$ cat config.mk
export PLATFORM = sky130hd
export DESIGN_NAME = i2cdt_regs
export DESIGN_NICKNAME = d
export VERILOG_FILES = /design/src/i2cdt_regs.v
export VERILOG_INCLUDE_DIRS = /design/src
export SDC_FILE = /design/constraint.sdc
export NUM_CORES = 1
export LEC_CHECK = 0
export BUFFER_PORTS_ARGS = -buffer_cell sky130_fd_sc_hd__buf_2
export CAP_MARGIN = 20
export CORE_ASPECT_RATIO = 0.9
export CORE_MARGIN = 2
export CORE_UTILIZATION = 30
export CTS_CLUSTER_DIAMETER = 100
export DETAILED_ROUTE_END_ITERATION = 7
export GPL_ROUTABILITY_DRIVEN = 0
export GPL_TIMING_DRIVEN = 0
export MAX_ROUTING_LAYER = met4
export PLACE_DENSITY = 0.45
export SYNTH_ARGS = -nofsm -noshare
export SYNTH_HDL_FRONTEND = slang
export SYNTH_SLANG_ARGS = --single-unit
$ cat constraint.sdc
create_clock -name clk -period 5.7 [get_ports clk]
set_input_delay 1.14 -clock clk [delete_from_list [all_inputs] [get_ports clk]]
set_output_delay 1.14 -clock clk [all_outputs]
set_load 0.02 [all_outputs]
$ cat src/i2cdt_map.vh
// Register offsets, field positions and reset values for the two-wire data and timing block.
`ifndef I2CDT_MAP_VH
`define I2CDT_MAP_VH
`define I2CDT_OFF_CMD 8'h10
`define I2CDT_OFF_SS_HCNT 8'h14
`define I2CDT_OFF_SS_LCNT 8'h18
`define I2CDT_OFF_FS_HCNT 8'h1C
`define I2CDT_OFF_FS_LCNT 8'h20
`define I2CDT_OFF_HS_HCNT 8'h24
`define I2CDT_OFF_HS_LCNT 8'h28
`define I2CDT_OFF_STAT 8'h2C
`define I2CDT_OFF_MASK 8'h30
`define I2CDT_OFF_RAW 8'h34
`define I2CDT_OFF_RXTL 8'h38
`define I2CDT_OFF_TXTL 8'h3C
`define I2CDT_OFF_CLR 8'h40
`define I2CDT_OFF_CTRL 8'h00
`define I2CDT_CMD_BIT 8
`define I2CDT_CMD_READ 1'h0
`define I2CDT_CMD_WRITE 1'h1
`define I2CDT_FLAG_W 12
`define I2CDT_MASK_RST 12'h8FF
`define I2CDT_CNT_RST 16'h0000
`define I2CDT_TL_RST 8'h00
`define I2CDT_SPD_STD 2'h1
`define I2CDT_SPD_FAST 2'h2
`define I2CDT_SPD_HS 2'h3
`define I2CDT_CTRL_RST 3'h6
`define I2CDT_F_GEN_CALL 11
`define I2CDT_F_START 10
`define I2CDT_F_STOP 9
`define I2CDT_F_ACTIVITY 8
`define I2CDT_F_TX_DONE 7
`define I2CDT_F_TX_ABORT 6
`define I2CDT_F_RD_REQ 5
`define I2CDT_F_TX_EMPTY 4
`define I2CDT_F_TX_OVER 3
`define I2CDT_F_RX_FULL 2
`define I2CDT_F_RX_OVER 1
`define I2CDT_F_RX_UNDER 0
`endif

$ cat src/i2cdt_regs.v
// Data-command port, SCL period counts, event flags and mask of a two-wire bus controller.
`default_nettype none
`include "i2cdt_map.vh"

// Function
// - Command bit 8 of a port write: 0 requests a read, 1 a write.
// - Port bits 7:0 carry the byte sent, and return the byte received on read.
// - Standard high count, 16 bits, resets to zero, times standard SCL high.
// - Standard low count, 16 bits, resets to zero, times standard SCL low.
// - Fast high count, 16 bits, resets to zero, times fast SCL high.
// - Fast low count, 16 bits, resets to zero, times fast SCL low.
// - High-speed high count, 16 bits, resets to zero, times high-speed SCL high.
// - High-speed low count, 16 bits, resets to zero, times high-speed SCL low.
// - General-call flag sets only when general call address is received and acknowledged.
// - Start flag sets on every START or repeated START.
// - Stop flag sets on every STOP.
// - Activity flag sets on bus activity and stays until cleared.
// - Slave-transmitter sets transmit-done when master does not acknowledge a byte.
// - Transmit-abort flag sets when queued transmit work cannot complete.
// - Read-request flag sets when addressed as slave and a master reads.
// - Transmit-empty flag set while transmit level is at or below threshold.
// - Transmit-overflow sets when a command is written with transmit queue full.
// - Receive-full flag set when receive level reaches or exceeds threshold.
// - Receive-overflow sets when a byte arrives with receive queue full.
// - Receive-underflow sets when software reads the port with receive queue empty.
// - Mask holds one bit per flag; reset pattern 12'h8FF.
// - Receive threshold, 8 bits, resets to zero, drives receive-full.
// - Transmit threshold, 8 bits, resets to zero, drives transmit-empty.
module i2cdt_regs #(
  parameter TX_DEPTH = 8,
  parameter RX_DEPTH = 8
) (
  input wire clk,
  input wire sys_rst,
  input wire [7:0] regAddr,
  input wire [31:0] regWdata,
  input wire regWrite,
  input wire regRead,
  output reg [31:0] regRdata,
  // Queue side: commands out, received bytes in.
  output wire cmdValid,
  output wire cmdIsWrite,
  output wire [7:0] cmdByte,
  input wire cmdTake,
  input wire [7:0] txLevel,
  input wire [7:0] rxLevel,
  output wire rxPop,
  input wire [7:0] rxByte,
  // Bus events from the protocol engine, each a one-cycle pulse.
  input wire evGenCall,
  input wire evStart,
  input wire evStop,
  input wire evActive,
  input wire evTxNack,
  input wire evTxAbort,
  input wire evRdReq,
  input wire evRxByte,
  // SCL generation and event interrupt.
  input wire sclRun,
  output reg sclOut,
  output reg [1:0] speedMode,
  output wire eventIrq
);

  wire [15:0] ssHigh_r;
  wire [15:0] ssLow_r;
  wire [15:0] fsHigh_r;
  wire [15:0] fsLow_r;
  wire [15:0] hsHigh_r;
  wire [15:0] hsLow_r;
  wire [11:0] mask_r;
  reg [11:0] raw_r;
  reg [11:0] raw_nxt;
  wire [7:0] rxTl_r;
  wire [7:0] txTl_r;
  wire [2:0] ctrl_r;
  reg [15:0] phaseCnt_r;
  reg [8:0] cmdWord_r;
  reg cmdPend_r;
  reg [15:0] highSel;
  reg [15:0] lowSel;

  wire txFull = (txLevel >= TX_DEPTH[7:0]) || cmdPend_r;
  wire rxEmpty = (rxLevel == 8'h00);
  wire rxFullQ = (rxLevel >= RX_DEPTH[7:0]);
  wire wrPort = regWrite && (regAddr == `I2CDT_OFF_CMD);
  wire rdPort = regRead && (regAddr == `I2CDT_OFF_CMD);
  wire rdClr = regRead && (regAddr == `I2CDT_OFF_CLR);
  wire [11:0] masked = raw_r & mask_r;

  assign eventIrq = |masked;
  assign cmdValid = cmdPend_r;
  assign cmdIsWrite = cmdWord_r[`I2CDT_CMD_BIT];
  assign cmdByte = cmdWord_r[7:0];
  assign rxPop = rdPort && !rxEmpty;

  // One-word holding stage toward the transmit queue; overflow refuses the write.
  always @(posedge clk or posedge sys_rst) begin
    if (sys_rst) begin
      cmdPend_r <= 1'b0;
      cmdWord_r <= 9'h000;
    end else begin
      if (wrPort && !txFull) begin
        cmdPend_r <= 1'b1;
        cmdWord_r <= regWdata[8:0];
      end else if (cmdTake) begin
        cmdPend_r <= 1'b0;
      end
    end
  end

  // Event flags: a set in the same cycle as the clear wins.
  always @* begin
    raw_nxt = rdClr ? 12'h000 : raw_r;
    if (evGenCall) begin
      raw_nxt[`I2CDT_F_GEN_CALL] = 1'b1;
    end
    if (evStart) begin
      raw_nxt[`I2CDT_F_START] = 1'b1;
    end
    if (evStop) begin
      raw_nxt[`I2CDT_F_STOP] = 1'b1;
    end
    if (evActive) begin
      raw_nxt[`I2CDT_F_ACTIVITY] = 1'b1;
    end
    if (evTxNack) begin
      raw_nxt[`I2CDT_F_TX_DONE] = 1'b1;
    end
    if (evTxAbort) begin
      raw_nxt[`I2CDT_F_TX_ABORT] = 1'b1;
    end
    if (evRdReq) begin
      raw_nxt[`I2CDT_F_RD_REQ] = 1'b1;
    end
    raw_nxt[`I2CDT_F_TX_EMPTY] = (txLevel <= txTl_r);
    if (wrPort && txFull) begin
      raw_nxt[`I2CDT_F_TX_OVER] = 1'b1;
    end
    raw_nxt[`I2CDT_F_RX_FULL] = (rxLevel >= rxTl_r);
    if (evRxByte && rxFullQ) begin
      raw_nxt[`I2CDT_F_RX_OVER] = 1'b1;
    end
    if (rdPort && rxEmpty) begin
      raw_nxt[`I2CDT_F_RX_UNDER] = 1'b1;
    end
  end

  always @(posedge clk or posedge sys_rst) begin
    if (sys_rst) begin
      raw_r <= 12'h000;
    end else begin
      raw_r <= raw_nxt;
    end
  end

  // Each software register decodes its own offset, so writes elsewhere leave it untouched.
  i2cdt_soft_reg #(
    .WIDTH(16),
    .ADDR(`I2CDT_OFF_SS_HCNT),
    .RST_VAL(`I2CDT_CNT_RST)
  ) u_ssHigh (
    .clk(clk),
    .sys_rst(sys_rst),
    .regAddr(regAddr),
    .regWdata(regWdata),
    .regWrite(regWrite),
    .value_r(ssHigh_r)
  );

  i2cdt_soft_reg #(
    .WIDTH(16),
    .ADDR(`I2CDT_OFF_SS_LCNT),
    .RST_VAL(`I2CDT_CNT_RST)
  ) u_ssLow (
    .clk(clk),
    .sys_rst(sys_rst),
    .regAddr(regAddr),
    .regWdata(regWdata),
    .regWrite(regWrite),
    .value_r(ssLow_r)
  );

  i2cdt_soft_reg #(
    .WIDTH(16),
    .ADDR(`I2CDT_OFF_FS_HCNT),
    .RST_VAL(`I2CDT_CNT_RST)
  ) u_fsHigh (
    .clk(clk),
    .sys_rst(sys_rst),
    .regAddr(regAddr),
    .regWdata(regWdata),
    .regWrite(regWrite),
    .value_r(fsHigh_r)
  );

  i2cdt_soft_reg #(
    .WIDTH(16),
    .ADDR(`I2CDT_OFF_FS_LCNT),
    .RST_VAL(`I2CDT_CNT_RST)
  ) u_fsLow (
    .clk(clk),
    .sys_rst(sys_rst),
    .regAddr(regAddr),
    .regWdata(regWdata),
    .regWrite(regWrite),
    .value_r(fsLow_r)
  );

  i2cdt_soft_reg #(
    .WIDTH(16),
    .ADDR(`I2CDT_OFF_HS_HCNT),
    .RST_VAL(`I2CDT_CNT_RST)
  ) u_hsHigh (
    .clk(clk),
    .sys_rst(sys_rst),
    .regAddr(regAddr),
    .regWdata(regWdata),
    .regWrite(regWrite),
    .value_r(hsHigh_r)
  );

  i2cdt_soft_reg #(
    .WIDTH(16),
    .ADDR(`I2CDT_OFF_HS_LCNT),
    .RST_VAL(`I2CDT_CNT_RST)
  ) u_hsLow (
    .clk(clk),
    .sys_rst(sys_rst),
    .regAddr(regAddr),
    .regWdata(regWdata),
    .regWrite(regWrite),
    .value_r(hsLow_r)
  );

  i2cdt_soft_reg #(
    .WIDTH(`I2CDT_FLAG_W),
    .ADDR(`I2CDT_OFF_MASK),
    .RST_VAL(`I2CDT_MASK_RST)
  ) u_mask (
    .clk(clk),
    .sys_rst(sys_rst),
    .regAddr(regAddr),
    .regWdata(regWdata),
    .regWrite(regWrite),
    .value_r(mask_r)
  );

  i2cdt_soft_reg #(
    .WIDTH(8),
    .ADDR(`I2CDT_OFF_RXTL),
    .RST_VAL(`I2CDT_TL_RST)
  ) u_rxTl (
    .clk(clk),
    .sys_rst(sys_rst),
    .regAddr(regAddr),
    .regWdata(regWdata),
    .regWrite(regWrite),
    .value_r(rxTl_r)
  );

  i2cdt_soft_reg #(
    .WIDTH(8),
    .ADDR(`I2CDT_OFF_TXTL),
    .RST_VAL(`I2CDT_TL_RST)
  ) u_txTl (
    .clk(clk),
    .sys_rst(sys_rst),
    .regAddr(regAddr),
    .regWdata(regWdata),
    .regWrite(regWrite),
    .value_r(txTl_r)
  );

  i2cdt_soft_reg #(
    .WIDTH(3),
    .ADDR(`I2CDT_OFF_CTRL),
    .RST_VAL(`I2CDT_CTRL_RST)
  ) u_ctrl (
    .clk(clk),
    .sys_rst(sys_rst),
    .regAddr(regAddr),
    .regWdata(regWdata),
    .regWrite(regWrite),
    .value_r(ctrl_r)
  );

  // Speed select lives in control bits 2:1; code 0 falls back to standard.
  always @* begin
    speedMode = ctrl_r[2:1];
    case (ctrl_r[2:1])
      `I2CDT_SPD_FAST: begin
        highSel = fsHigh_r;
        lowSel = fsLow_r;
      end
      `I2CDT_SPD_HS: begin
        highSel = hsHigh_r;
        lowSel = hsLow_r;
      end
      default: begin
        highSel = ssHigh_r;
        lowSel = ssLow_r;
      end
    endcase
  end

  // SCL phase timer. A count of zero is taken as one cycle so the clock never stalls.
  always @(posedge clk or posedge sys_rst) begin
    if (sys_rst) begin
      sclOut <= 1'b1;
      phaseCnt_r <= 16'h0000;
    end else if (!sclRun) begin
      sclOut <= 1'b1;
      phaseCnt_r <= 16'h0000;
    end else if (phaseCnt_r + 16'h0001 >= (sclOut ? highSel : lowSel)) begin
      sclOut <= ~sclOut;
      phaseCnt_r <= 16'h0000;
    end else begin
      phaseCnt_r <= phaseCnt_r + 16'h0001;
    end
  end

  // Read data one cycle after the strobe; unmapped addresses read zero.
  always @(posedge clk or posedge sys_rst) begin
    if (sys_rst) begin
      regRdata <= 32'h00000000;
    end else if (regRead) begin
      case (regAddr)
        `I2CDT_OFF_CMD: regRdata <= {24'h000000, rxByte};
        `I2CDT_OFF_SS_HCNT: regRdata <= {16'h0000, ssHigh_r};
        `I2CDT_OFF_SS_LCNT: regRdata <= {16'h0000, ssLow_r};
        `I2CDT_OFF_FS_HCNT: regRdata <= {16'h0000, fsHigh_r};
        `I2CDT_OFF_FS_LCNT: regRdata <= {16'h0000, fsLow_r};
        `I2CDT_OFF_HS_HCNT: regRdata <= {16'h0000, hsHigh_r};
        `I2CDT_OFF_HS_LCNT: regRdata <= {16'h0000, hsLow_r};
        `I2CDT_OFF_STAT: regRdata <= {20'h00000, masked};
        `I2CDT_OFF_MASK: regRdata <= {20'h00000, mask_r};
        `I2CDT_OFF_RAW: regRdata <= {20'h00000, raw_r};
        `I2CDT_OFF_RXTL: regRdata <= {24'h000000, rxTl_r};
        `I2CDT_OFF_TXTL: regRdata <= {24'h000000, txTl_r};
        `I2CDT_OFF_CLR: regRdata <= {31'h00000000, |raw_r};
        `I2CDT_OFF_CTRL: regRdata <= {29'h00000000, ctrl_r};
        default: regRdata <= 32'h00000000;
      endcase
    end else begin
      regRdata <= 32'h00000000;
    end
  end

endmodule // i2cdt_regs

// One software-written register with its own offset decode and reset value.
module i2cdt_soft_reg #(
  parameter WIDTH = 16,
  parameter [7:0] ADDR = 8'h00,
  parameter [WIDTH-1:0] RST_VAL = {WIDTH{1'b0}}
) (
  input wire clk,
  input wire sys_rst,
  input wire [7:0] regAddr,
  input wire [31:0] regWdata,
  input wire regWrite,
  output reg [WIDTH-1:0] value_r
);

  always @(posedge clk or posedge sys_rst) begin
    if (sys_rst) begin
      value_r <= RST_VAL;
    end else if (regWrite && (regAddr == ADDR)) begin
      value_r <= regWdata[WIDTH-1:0];
    end
  end

endmodule // i2cdt_soft_reg
`default_nettype wire

==> results.cfg <==
[status]
outcome = completed

[routing]
drc = 0
num_vias = 7442
drt-initial-drc-count = 533
ant_nets = 0
drt-pass1-iter-count = 7
vias_per_cell = 5.335
routed_wl_mm = 34.17
wire_per_inst_um = 24.49

[clock_network]
cts.path.max_buffers = 2
cts_setup_buffers = 0
htreeDepth = 4
clock-sinks = 182
cts_made_buffers = 17
clk_latency_ps = 450
cts_resized = 0
cts-root-buf = clkbuf_16
clk_pin_slew_ps = 70
cts_tree = yes
hold_buffers = 0

[synthesis]
yosysSeqAreaShare_pct = 45.79
synthesis.area_um2 = 9980
synth.distinct_cells = 64
synthArstFlopShare_pct = 100.0
synth_area_per_cell_um2 = 11.89
synth_ff_type = dfrtp_1
synth.area.top_cells = dfrtp_1, mux2_2, ha_1, mux4_2, dfstp_2
synth_top_cell_area_share_pct = 42.63
synth_seq_cells = 182
yosys.area.top_type = dfrtp_1
synth_edf_count = 0
synthCells = 839
ys_warn_count = 0

[global_routing]
grt_overflow = 0
grt_util_all_layers_pct = 20.81
grt_start_max_net_pins = 38
antenna_found_initial = 0
grt_pass1_vias = 7380
grt_pass1_wl_mm = 50.60

[sta]
period_needed_ps = 4602
finalClockSkew_ps = 14.56
rsz0062_at_grt = false
fmax_mhz = 217.3
tightest_slew_ps = 1075
fin_setup_tns_ps = 0
maxSlewViolCount = 0
max_slew_margin_pct = 28.31
finalSetupViolCount = 0
fin_ws_ps = 1098
hold_violations = 0
post-route-period-util_pct = 80.74

[final_layout]
fin_nets = 1071
layout_commonest_cell = dfrtp_1
area_growth_pct = 17.09
antenna_cells = 0
post_route_cells_drive_above_1_share_pct = 35.87
final_cell_mix = dfrtp_1, mux2_2, buf_2, a21oi_1, nor2_1

[floorplan]
start_util_pct = 30.36
core_um2 = 32870
ioPinCount = 125
die_area_um2 = 34740
dieHeight_um = 177.0
die_w_um = 196.3
rows = 63

[setup_path]
cp-start-kind = flop
criticalPathCategory = reg -> reg
crit_path_start = u_ctrl.value_r[1]
path_max_fanout = 10
crit_path_end_kind = flop
critical_path_arrival_ps = 4980
worstPathRequired_ps = 6080
rr_startpoint = u_ctrl.value_r[1]

[hold_path]
hp-start = cmdWord_r[1]
hold_path_class = reg -> reg

[power]
vdd_drop_max_v = 0.0002035
power.leakage_uw = 0.005424
p_per_area_nw_per_um2 = 270.7

[placed_design]
io_buffers = 82
post-place-ws_ps = 1053
dp_hpwl_mm = 24.42

[job]
drv_cap = 0
[cell usage after synthesis, types with 11 or more instances]
library cell / n
dfrtp_1: 170
clkbuf_1: 14
nand2_1: 38
mux2_4: 16
mux4_2: 16
mux2_2: 115
nor2b_1: 21
a22o_1: 11
nor2_1: 41
dfstp_2: 12
a21o_1: 11
inv_1: 20
nand3_1: 19
mux2i_1: 20
a21oi_1: 51
o21ai_0: 15
a22oi_1: 28
buf_2: 12
ha_1: 33
buf_4: 29
[state kept, by name (all words and copies together), names as in the netlist, 8 cells and up]
signal,count
u_fsLow.value_r,16
u_fsHigh.value_r,16
u_ssHigh.value_r,16
u_hsHigh.value_r,16
cmdWord_r,9
u_rxTl.value_r,8
raw_r,12
u_txTl.value_r,8
phaseCnt_r,16
regRdata,16
u_mask.value_r,12
u_hsLow.value_r,16
u_ssLow.value_r,16
[per-stage QoR]
stage	cell area, um2	util (%)	power (uW)	hold WS, ps	instances
2_1_floorplan	10040	-	1734	460.8	854
3_3_place_gp	10980	33.40	1924	486.1	1358
3_5_place_dp	11080	33.70	1935	491.9	1363
4_1_cts	11690	35.55	3201	508.5	1395
5_1_grt	11690	35.55	3305	514.0	1395
6_report	11690	35.55	3163	504.6	1395
[report_power, final]
part / switching, uW / internal [uW]
Combinational: 311 / 198
Sequential: 47.4 / 1350
Clock: 585 / 673
Total: 943 / 2220
[worst max-delay path, cell delays in order, from the launching register on]
cell and delay [ps]:
dfstp_2 530, buf_2 420, buf_1 850, mux4_2 650, a21oi_1 340, ha_1 320
a21o_1 190, a21oi_1 140, o32ai_1 90, a2111o_1 500, clkbuf_1 300, nor2b_1 180
[path summary, 6_finish.rpt]
check                                     end  slack (ps)  cells past startpoint
setup / recovery                phaseCnt_r[9]        1100                     11
hold / removal                   cmdWord_r[1]         500                      1
setup reg to reg                phaseCnt_r[9]        1100                     11
hold reg to reg                  cmdWord_r[1]         500                      1
max in group asynchronous  u_mask.value_r[11]        4060                      4
min in group asynchronous        cmdWord_r[1]         730                      2
[cell type report]
class | count | area [um2]
Fill cell | 3287 | 21190
Multi-Input combinational cell | 584 | 4982
Sequential cell | 182 | 4569
Tap cell | 422 | 528.0
Timing Repair Buffer | 87 | 510.5
Clock buffer | 18 | 439.2
Buffer | 68 | 409.1
Clock inverter | 14 | 167.7
Inverter | 20 | 78.83
[layer usage]
metal	track usage [%]	vias up	wire, um
met5	-	-	0
met4	4.640	0	415
met3	4.802	22	1953
met2	31.57	251	15380
met1	28.38	3834	16420
li1	-	3335	-
[kinds of logic after synthesis]
logic type                 share of synthesized area (%)
adders and majority gates                          4.137
DFF                                                45.79
xor gates and xnor gates                           1.229
AOI/OAI and AO/OA                                  11.62
other                                            0.03758
and+or+nand+nor                                    10.43
muxes                                              21.90
buffers and inverters                              4.852
No activity file was read; power rests on OpenSTA's default activity.
